$ cat config.mk
export PLATFORM = sky130hd
export DESIGN_NAME = sma_alu
export DESIGN_NICKNAME = d
export VERILOG_FILES = /design/src/core/sma_pkg.sv /design/src/core/sma_alu.sv
export VERILOG_INCLUDE_DIRS = /design/src /design/src/core
export SDC_FILE = /design/constraint.sdc
export NUM_CORES = 2
export LEC_CHECK = 0
export ABC_CLOCK_PERIOD_IN_PS = 8800
export BUFFER_PORTS_ARGS = -buffer_cell sky130_fd_sc_hd__buf_2
export CAP_MARGIN = 20
export CORE_ASPECT_RATIO = 1.4
export CORE_MARGIN = 5
export CORE_UTILIZATION = 46
export CTS_CLUSTER_DIAMETER = 100
export DETAILED_ROUTE_END_ITERATION = 10
export GPL_TIMING_DRIVEN = 0
export PLACE_DENSITY = 0.66
export RECOVER_POWER = 100
export SETUP_SLACK_MARGIN = 0.02
export SLEW_MARGIN = 10
export SYNTH_ARGS = -nofsm -noshare
export SYNTH_HDL_FRONTEND = slang
export SYNTH_SLANG_ARGS = --single-unit
$ cat constraint.sdc
create_clock -name clk -period 8.8 [get_ports clk]
set_input_delay 1.32 -clock clk [delete_from_list [all_inputs] [get_ports clk]]
set_output_delay 1.32 -clock clk [all_outputs]
set_load 0.01 [all_outputs]
$ cat src/core/sma_map.svh
/*
  register offsets, field positions, reset values of the shift/move/extend alu.
  assumes byte addresses on an 8-bit register port, one 32-bit word per register.
*/
`ifndef SMA_MAP_SVH
`define SMA_MAP_SVH

`define SMA_ADDR_W       8
`define SMA_FLAGS_OFS    8'h00
`define SMA_CTRL_OFS     8'h04
`define SMA_RESULT_OFS   8'h08
`define SMA_COUNT_OFS    8'h0c

`define SMA_FLAG_V_BIT   0
`define SMA_FLAG_C_BIT   1
`define SMA_FLAG_Z_BIT   2
`define SMA_FLAG_N_BIT   3
`define SMA_CTRL_EN_BIT  0

`define SMA_FLAGS_RST    4'h0
`define SMA_CTRL_RST     1'h1
`define SMA_COUNT_W      16

`endif

$ cat src/core/sma_pkg.sv
/*
  types shared by the shift/move/extend alu and its bench.
  assumes nothing beyond a systemverilog compiler.
*/
package sma_pkg;

  typedef enum logic [4:0] {
    SMA_OP_LSL   = 5'h00,
    SMA_OP_LSR   = 5'h01,
    SMA_OP_ASR   = 5'h02,
    SMA_OP_ROR   = 5'h03,
    SMA_OP_COMPARE_SUB      = 5'h04,
    SMA_OP_COMPARE_ADD      = 5'h05,
    SMA_OP_COPY             = 5'h06,
    SMA_OP_COPY_FLAGS       = 5'h07,
    SMA_OP_COPY_INV         = 5'h08,
    SMA_OP_MUL              = 5'h09,
    SMA_OP_REVW             = 5'h0a,
    SMA_OP_REVH             = 5'h0b,
    SMA_OP_SWAP_HALF_SIGNED = 5'h0c,
    SMA_OP_SIGN_EXT_BYTE    = 5'h0d,
    SMA_OP_SIGN_EXT_HALF    = 5'h0e,
    SMA_OP_ZERO_EXT_BYTE    = 5'h0f,
    SMA_OP_ZERO_EXT_HALF    = 5'h10,
    SMA_OP_AND_TEST         = 5'h11
  } sma_op_type;

  typedef struct packed {
    logic n;
    logic z;
    logic c;
    logic v;
  } sma_flags_type;

  typedef struct packed {
    sma_op_type  op;
    logic [31:0] src_a;
    logic [31:0] src_b;
    logic [31:0] shift_amount_reg;
    logic [7:0]  literal_operand;
    logic        imm_sel;
    logic        dest_is_pc;
  } sma_req_type;

  typedef enum logic [1:0] {
    SMA_ST_IDLE = 2'b01,
    SMA_ST_DONE = 2'b10
  } sma_state_type;

endpackage

$ cat src/core/sma_alu.sv
/*
  shift, compare, move, multiply, byte-swap, extend and test datapath with its
  own condition flags and a small register port.
  assumes the core presents register values already read from its register file,
  one request per cycle, synchronous to clk, and writes the result back itself.
*/
// How it works
// - immediate shift counts: right shifts 1 to 32, left shift 0 to 31.
// - register shift counts use only the low byte of shift_amount_reg.
// - shifts set n,z from result; c is last bit out unless count 0; v kept.
// - flag-setting register copy equals logical left shift by zero.
// - compare_subtract subtracts register or literal, sets nzcv, writes nothing.
// - compare_add adds registers, sets nzcv like an addition, discards the sum.
// - immediate copy_register_flags loads a zero-extended literal 0-255.
// - copy_register touches no flag; copy_register_flags sets n,z only.
// - copy_inverted writes the bitwise complement of the source.
// - copy_register to program_counter branches with bit 0 cleared.
// - multiply_low writes low 32 product bits, sets n,z, keeps c,v.
// - byte_swap_word reverses all four bytes.
// - byte_swap_halves swaps bytes inside each 16-bit half.
// - byte_swap_half_signed swaps low half bytes and sign-extends to 32 bits.
// - byte extensions take bits 7:0, sign or zero filled to 32 bits.
// - halfword extensions take bits 15:0, sign or zero filled to 32 bits.
// - byte-swap and extension operations leave every flag unchanged.
// - and_test ands two registers, sets n,z, writes nothing.
`timescale 1ns/1ns
`include "sma_map.svh"

module sma_alu
  import sma_pkg::*;
#(
  parameter int CLK_HZ = 25000000
) (
  input  wire logic                    clk,
  input  wire logic                    rst_n,
  input  wire logic                    req_valid,
  input  wire sma_req_type             req,
  output logic                         done,
  output logic [31:0]                  result,
  output logic                         dest_write,
  output logic                         branch,
  output logic [31:0]                  branch_addr,
  output sma_flags_type                flags,
  input  wire logic [`SMA_ADDR_W-1:0]  reg_addr,
  input  wire logic [31:0]             reg_wdata,
  input  wire logic                    reg_wr,
  input  wire logic                    reg_rd,
  output logic [31:0]                  reg_rdata
);

  // write-back decode, used for dest_write only; result word and branch are not gated by it
  function automatic logic fn_writes_dest(input sma_op_type op);
    case (op)
      SMA_OP_COMPARE_SUB,
      SMA_OP_COMPARE_ADD,
      SMA_OP_AND_TEST: fn_writes_dest = 1'b0;
      default:         fn_writes_dest = 1'b1;
    endcase
  endfunction

  // n,z update decode
  function automatic logic fn_sets_nz(input sma_op_type op);
    case (op)
      SMA_OP_COPY,
      SMA_OP_REVW,
      SMA_OP_REVH,
      SMA_OP_SWAP_HALF_SIGNED,
      SMA_OP_SIGN_EXT_BYTE,
      SMA_OP_SIGN_EXT_HALF,
      SMA_OP_ZERO_EXT_BYTE,
      SMA_OP_ZERO_EXT_HALF: fn_sets_nz = 1'b0;
      default:              fn_sets_nz = 1'b1;
    endcase
  endfunction

  sma_state_type        state_reg;
  sma_state_type        state_next;
  sma_flags_type        flags_reg;
  sma_flags_type        flags_next;
  logic                 enable_reg;
  logic [31:0]          result_reg;
  logic [31:0]          result_next;
  logic                 dest_wr_reg;
  logic                 dest_wr_next;
  logic                 branch_reg;
  logic [31:0]          branch_addr_reg;
  logic [`SMA_COUNT_W-1:0] count_reg;
  logic [31:0]          rdata_reg;
  logic                 accept;

  logic [7:0]           shift_cnt;
  logic [63:0]          shl_wide;
  logic [63:0]          shr_wide;
  logic [63:0]          sar_wide;
  logic [63:0]          rot_wide;
  logic [32:0]          sub_wide;
  logic [32:0]          add_wide;
  logic [31:0]          cmp_b;
  logic [63:0]          prod_wide;
  logic [31:0]          rev_word;
  logic [31:0]          rev_half;

  assign accept = req_valid & enable_reg;

  // shift count source
  // immediate or low byte
  assign shift_cnt = req.imm_sel ? req.literal_operand : req.shift_amount_reg[7:0];

  // wide shifters keep the last bit out beside the result word
  // large counts saturate, except rotate, which uses count bits 4:0 only
  assign shl_wide = {32'h0, req.src_a} << shift_cnt;
  assign shr_wide = {req.src_a, 32'h0} >> shift_cnt;
  assign sar_wide = $signed({req.src_a, 32'h0}) >>> shift_cnt;
  assign rot_wide = {req.src_a, req.src_a} >> shift_cnt[4:0];

  assign cmp_b    = req.imm_sel ? {24'h0, req.literal_operand} : req.src_b;
  assign sub_wide = {1'b0, req.src_a} + {1'b0, ~cmp_b} + 33'h1;
  assign add_wide = {1'b0, req.src_a} + {1'b0, req.src_b};

  assign prod_wide = req.src_a * req.src_b;

  // byte reversal networks
  genvar gi;
  generate
    for (gi = 0; gi < 4; gi++) begin : g_rev
      assign rev_word[8*gi +: 8] = req.src_a[8*(3-gi) +: 8];
      assign rev_half[8*gi +: 8] = req.src_a[8*(gi ^ 1) +: 8];
    end
  endgenerate

  always_comb begin
    result_next  = 32'h0;
    flags_next   = flags_reg;
    dest_wr_next = fn_writes_dest(req.op);
    case (req.op)
      SMA_OP_LSL: begin
        result_next = shl_wide[31:0];
        if (shift_cnt != 8'h0) begin
          flags_next.c = shl_wide[32];
        end
      end
      SMA_OP_LSR: begin
        result_next = shr_wide[63:32];
        if (shift_cnt != 8'h0) begin
          flags_next.c = shr_wide[31];
        end
      end
      SMA_OP_ASR: begin
        result_next = sar_wide[63:32];
        if (shift_cnt != 8'h0) begin
          flags_next.c = sar_wide[31];
        end
      end
      SMA_OP_ROR: begin
        result_next = rot_wide[31:0];
        if (shift_cnt != 8'h0) begin
          flags_next.c = rot_wide[31];
        end
      end
      SMA_OP_COMPARE_SUB: begin
        result_next  = sub_wide[31:0];
        flags_next.c = sub_wide[32];
        flags_next.v = (req.src_a[31] != cmp_b[31]) &&
                       (sub_wide[31] != req.src_a[31]);
      end
      SMA_OP_COMPARE_ADD: begin
        result_next  = add_wide[31:0];
        flags_next.c = add_wide[32];
        flags_next.v = (req.src_a[31] == req.src_b[31]) &&
                       (add_wide[31] != req.src_a[31]);
      end
      SMA_OP_COPY: begin
        result_next = req.src_a;
      end
      SMA_OP_COPY_FLAGS: begin
        // register form same as shift left by zero
        result_next = req.imm_sel ? {24'h0, req.literal_operand} : req.src_a;
      end
      SMA_OP_COPY_INV: begin
        result_next = ~req.src_a;
      end
      SMA_OP_MUL: begin
        result_next = prod_wide[31:0];
      end
      SMA_OP_REVW: begin
        result_next = rev_word;
      end
      SMA_OP_REVH: begin
        result_next = rev_half;
      end
      SMA_OP_SWAP_HALF_SIGNED: begin
        result_next = {{16{rev_half[15]}}, rev_half[15:0]};
      end
      SMA_OP_SIGN_EXT_BYTE: begin
        result_next = {{24{req.src_a[7]}}, req.src_a[7:0]};
      end
      SMA_OP_ZERO_EXT_BYTE: begin
        result_next = {24'h0, req.src_a[7:0]};
      end
      SMA_OP_SIGN_EXT_HALF: begin
        result_next = {{16{req.src_a[15]}}, req.src_a[15:0]};
      end
      SMA_OP_ZERO_EXT_HALF: begin
        result_next = {16'h0, req.src_a[15:0]};
      end
      SMA_OP_AND_TEST: begin
        result_next = req.src_a & req.src_b;
      end
      default: begin
        result_next  = 32'h0;
        dest_wr_next = 1'b0;
      end
    endcase
    if (fn_sets_nz(req.op)) begin
      flags_next.n = result_next[31];
      flags_next.z = (result_next == 32'h0);
    end
  end

  // one-hot handshake state, done is a one-cycle mark
  always_comb begin
    case (state_reg)
      SMA_ST_IDLE: state_next = accept ? SMA_ST_DONE : SMA_ST_IDLE;
      SMA_ST_DONE: state_next = accept ? SMA_ST_DONE : SMA_ST_IDLE;
      default:     state_next = SMA_ST_IDLE;
    endcase
  end

  always_ff @(posedge clk) begin
    if (!rst_n) begin
      state_reg <= SMA_ST_IDLE;
    end else begin
      state_reg <= state_next;
    end
  end

  // datapath outputs
  always_ff @(posedge clk) begin
    if (!rst_n) begin
      result_reg      <= 32'h0;
      dest_wr_reg     <= 1'b0;
      branch_reg      <= 1'b0;
      branch_addr_reg <= 32'h0;
    end else begin
      dest_wr_reg <= 1'b0;
      branch_reg  <= 1'b0;
      if (accept) begin
        result_reg <= result_next;
        // program counter target, bit 0 dropped
        if (req.dest_is_pc && req.op == SMA_OP_COPY) begin
          branch_reg      <= 1'b1;
          branch_addr_reg <= {result_next[31:1], 1'b0};
        end else begin
          dest_wr_reg <= dest_wr_next;
        end
      end
    end
  end

  // flags: an operation beats a same-cycle software write
  always_ff @(posedge clk) begin
    if (!rst_n) begin
      flags_reg <= `SMA_FLAGS_RST;
    end else if (accept) begin
      flags_reg <= flags_next;
    end else if (reg_wr && reg_addr == `SMA_FLAGS_OFS) begin
      flags_reg.n <= reg_wdata[`SMA_FLAG_N_BIT];
      flags_reg.z <= reg_wdata[`SMA_FLAG_Z_BIT];
      flags_reg.c <= reg_wdata[`SMA_FLAG_C_BIT];
      flags_reg.v <= reg_wdata[`SMA_FLAG_V_BIT];
    end
  end

  // enable gates new requests; a disabled block drops them silently
  always_ff @(posedge clk) begin
    if (!rst_n) begin
      enable_reg <= `SMA_CTRL_RST;
    end else if (reg_wr && reg_addr == `SMA_CTRL_OFS) begin
      enable_reg <= reg_wdata[`SMA_CTRL_EN_BIT];
    end
  end

  // completed operation count, wraps
  always_ff @(posedge clk) begin
    if (!rst_n) begin
      count_reg <= '0;
    end else if (accept) begin
      count_reg <= count_reg + 1'b1;
    end
  end

  // read data one cycle after the strobe, zero otherwise
  always_ff @(posedge clk) begin
    if (!rst_n) begin
      rdata_reg <= 32'h0;
    end else begin
      rdata_reg <= 32'h0;
      if (reg_rd) begin
        case (reg_addr)
          `SMA_FLAGS_OFS: begin
            rdata_reg[`SMA_FLAG_N_BIT] <= flags_reg.n;
            rdata_reg[`SMA_FLAG_Z_BIT] <= flags_reg.z;
            rdata_reg[`SMA_FLAG_C_BIT] <= flags_reg.c;
            rdata_reg[`SMA_FLAG_V_BIT] <= flags_reg.v;
          end
          `SMA_CTRL_OFS: begin
            rdata_reg[`SMA_CTRL_EN_BIT] <= enable_reg;
          end
          `SMA_RESULT_OFS: begin
            rdata_reg <= result_reg;
          end
          `SMA_COUNT_OFS: begin
            rdata_reg <= {{(32-`SMA_COUNT_W){1'b0}}, count_reg};
          end
          default: begin
            rdata_reg <= 32'h0;
          end
        endcase
      end
    end
  end

  assign done        = state_reg[1];
  assign result      = result_reg;
  assign dest_write  = dest_wr_reg;
  assign branch      = branch_reg;
  assign branch_addr = branch_addr_reg;
  assign flags       = flags_reg;
  assign reg_rdata   = rdata_reg;

endmodule

==> results <==
- The flow ran to the end, but the final reports show violations.
- The checks that failed: design-rule violations, max-capacitance violations, max-slew violations, negative setup slack.
- The end of the worst hold path is reg_rdata[17].
- The via count of the first global-routing pass came to between 30k and 40k.
- The setup check on the worst reg-to-reg path leaves a slack of 5980 ps.
- Measured along the x axis, the die boundary spans ~230 um.
- The fraction of final layout cells with drive strength greater than 1 is 0.152.
- For met2 alone, demand over resource in global routing was 0.821.
- The total CTS buffers is 25.
- The final layout contains 4,976 nets.
- The fill cell instance count of the final layout is ~6.4k.
- The transition at the pin with the smallest max-transition slack is 1500 ps.
- The highest-utilization routing layer at the global route stage is met2.
- The post-layout worst setup margin is -550 ps.
- The final max-slew violation count was 4.
- The sum of routed wire length over all layers is 209,000 um.
- The worst min-delay path startpoint is result[17].
- The core region is 69,200 um2.
- The cell count of the worst hold path is 1.
- In the global route stage, overall resource usage came out at 0.548.
- The final setup TNS is -1690 ps.
- The endpoint identified for the worst register-to-register timing path is flags[2].
- The total number of clock tree sinks is 120.
- The share of synthesized area occupied by flip-flops and latches is 0.0748.
- The number of input and output port buffers inserted is 202.
- After technology mapping, the gate count stands at 3,918.
- The worst hold margin is 499 ps.
- The clock insertion delay at the later pin of the skew report is 460 ps.
- The number of flops mapped to enable cells by yosys is 0.
- The type of the worst min-delay path is register to register.
- The initial utilization of the core area, before any placement, comes to 0.464.
- STA classifies the critical path startpoint as an input port.
- In the global route stage, met1 resource usage came out at 0.541.
- Setup violations remaining at the end of the flow were counted as 6.
- The post-CTS clock slew at the launch and capture registers of the worst setup and hold paths is 60 ps.
- The number of antenna violations at the first check in global routing is 30.
- For met3 alone, demand over resource in global routing was 0.227.
- The reported max-cap violation count is 1.
- The tree is rooted in a sky130_fd_sc_hd__clkbuf_16.
- The headroom to the max-slew limit is -0.00971.
- The die height is 323 um.
- The number of levels in the clock H-tree is 4.
- The total via count in the routed design is 37.2k.
- The first-pass iteration count of the detailed router is 11.
- The time the worst path needs with I/O delays and setup is 9350 ps.
- The average footprint of a synthesized cell is 8.20 um2.
- The first-pass GRT wire length is approximately 290,000 um.
- The startpoint identified for the worst register-to-register timing path is enable_reg.
- After global routing the overflow that remains totals 0.
- The fmax is 107 MHz.
- Setup repair after global routing could not meet its margin everywhere.
- The number of routed nets with antenna violations is 0.
- The number of I/O pins is 259.
- From synthesis to final layout, the design area changed by 17.9%.
- Along the worst path, the maximum fanout reaches 11.
- Dividing the final minimum period by the clock period gives 1.06.
- When the netlist entered floorplanning its net count stood at 4,672.
- The first routing iteration left 5,848 violations.
- The final hold violation count is 0.
- For this run, the number of Yosys warnings is 0.
- The final weighted congestion of routability-driven global placement is 1.17.
- Counting cells, the worst reg-to-reg path comes to 9.
- The required time of the critical path is between 9000 and 10,000 ps.
- Of all flip-flops after synthesis, the portion carrying an async set or reset was 0.
- The critical path data arrival time is 9750 ps.
- After legalization and detailed placement, the total HPWL measured roughly 160,000 um.
- The worst setup path category is input port to register.
- The top flip-flop cell by instance count after synthesis is sky130_fd_sc_hd__dfxtp_1.
- In this run, synthesis produced a sequential element count of 120.
- The mean number of vias per cell is slightly above 7.
- The wire length per cell is 40.3 um.
- STA classifies the critical path endpoint as a register.
- The initialized floorplan defines 114 standard-cell rows.
- In the routed design, unresolved DRC markers number 1.
- The cell area after technology mapping is 32,100 um2.
- The pin count of the biggest net entering global routing is 29.
- The floorplan step defined a die boundary enclosing about 75,000 um2.
- The area occupied by registers is 2400 um2.
- After clock tree synthesis, the flow added hold-fix buffers numbering 0.
- The count of cell types in the netlist is 102.
- The number of buffers between clock root and the deepest sink is 3.
- TritonCTS built the clock tree.
- Summing all multi-input logic gate instances after layout gives ~28,000 um2.
- The clock arrives with approximately 15 ps of skew.
==> placed cells by master (no fill, tap or decap), drive strengths merged, types with 71 or more instances in the layout <==
| master | count |
|---|---|
| nor3 | 89 |
| nand3 | 71 |
| o21ai | 132 |
| a211oi | 97 |
| buf | 276 |
| dfxtp | 120 |
| a21oi | 142 |
| mux2i | 111 |
| nor2 | 283 |
| and2 | 331 |
| clkbuf | 319 |
| inv | 407 |
| xnor2 | 90 |
| fa | 410 |
| ha | 188 |
| nand2 | 413 |
==> worst max-delay path by stage <==
stage,start,endpoint,cells after the start
final,req[1],flags[2],20
after global routing,req[53],flags[2],25
after CTS,req[89],flags[2],28
after detailed placement,req[85],flags[2],27
after global placement,req[85],flags[2],27
after floorplan,req[90],flags[2],28
==> critical path: stages <==
cell and delay [ps]:
sky130_fd_sc_hd__buf_6 140, sky130_fd_sc_hd__buf_8 230, sky130_fd_sc_hd__buf_6 240, sky130_fd_sc_hd__clkbuf_1 1040, sky130_fd_sc_hd__clkbuf_1 650, sky130_fd_sc_hd__clkbuf_1 760
sky130_fd_sc_hd__mux2i_1 260, sky130_fd_sc_hd__fa_1 480, sky130_fd_sc_hd__a211oi_1 640, sky130_fd_sc_hd__o21ai_0 520, sky130_fd_sc_hd__a211oi_1 670, sky130_fd_sc_hd__o21ai_0 200
sky130_fd_sc_hd__xor2_1 200, sky130_fd_sc_hd__a221o_1 440, sky130_fd_sc_hd__nor4_1 860, sky130_fd_sc_hd__and3_1 290, sky130_fd_sc_hd__and4_1 190, sky130_fd_sc_hd__nand4_1 160
sky130_fd_sc_hd__nor4_4 230, sky130_fd_sc_hd__a41o_1 200
==> synth_stat cells, drive strengths merged (10+ instances only) <==
library cell,number,share of area
xor2,50,0.014
or3,22,0.0043
buf,60,0.012
and2,331,0.064
nor2b,11,0.0021
a2111oi,15,0.0044
nor4,23,0.0053
o221ai,15,0.0041
a32oi,15,0.0041
ha,188,0.073
o21a,16,0.0037
inv,407,0.048
nand4,28,0.0055
nor2,283,0.033
nor3,89,0.014
nand2,413,0.048
nand3,71,0.011
xnor2,90,0.025
a222oi,12,0.0037
and3,32,0.0062
clkbuf,226,0.026
o22ai,38,0.0074
or4,10,0.0023
fa,410,0.26
nand2b,40,0.0078
a22oi,43,0.010
a31oi,26,0.0051
mux4,54,0.038
mux2i,111,0.038
mux2,28,0.010
a21o,25,0.0058
o2111ai,22,0.0060
o21ai,132,0.021
a211oi,97,0.023
or2,10,0.0019
a21oi,142,0.022
a221oi,27,0.0078
o211ai,23,0.0054
dfxtp,120,0.075
==> final cells by class <==
type | count | area share
plain buffers | 247 | 0.0564
clock buffers | 32 | 0.0180
diodes | 28 | 0.00185
clock inverters | 1 | 0.000793
multi-input cells | 3103 | 0.734
well taps | 928 | 0.0307
repair buffers | 316 | 0.0546
inverters | 409 | 0.0406
flip-flops and latches | 120 | 0.0634
==> through the flow <==
stage | utilization | setup WS (ps) | area [um2] | cells
after floorplan | - | 45.2 | 32100 | 3918
after global placement | 0.496 | -4800 | 34300 | 5048
after detailed placement | 0.498 | -4390 | 34500 | 5063
after CTS | 0.544 | -196 | 37600 | 5144
after global routing | 0.547 | -480 | 37800 | 5167
final | 0.548 | -550 | 37900 | 5184
==> cell families after synthesis <==
group,after synthesis,synth area share
compound gates,766,0.167
xor+xnor,140,0.0382
fa+ha+maj,598,0.329
buf+inv,695,0.0861
flops,120,0.0748
mux,193,0.0868
other cells,1,0.000117
simple gates,1405,0.219
==> what timing repair did <==
action,CTS,global route
gates cloned,2,0
setup buffers,75,15
pin swaps,92,46
endpoints found under the setup margin,46,18
resized for setup,463,103
==> per-layer routing <==
| layer | routed length (um) | up-vias | share of wire |
|---|---|---|---|
| li1 | - | 14100 | - |
| met1 | 62100 | 17800 | 0.30 |
| met2 | 87900 | 3560 | 0.42 |
| met3 | 25900 | 1675 | 0.12 |
| met4 | 32800 | 8 | 0.16 |
| met5 | 97 | - | 0.00046 |
Power is left out: the tool's default activity adds up to more than one toggle a clock period on the data nets, which glitch-free logic cannot reach.
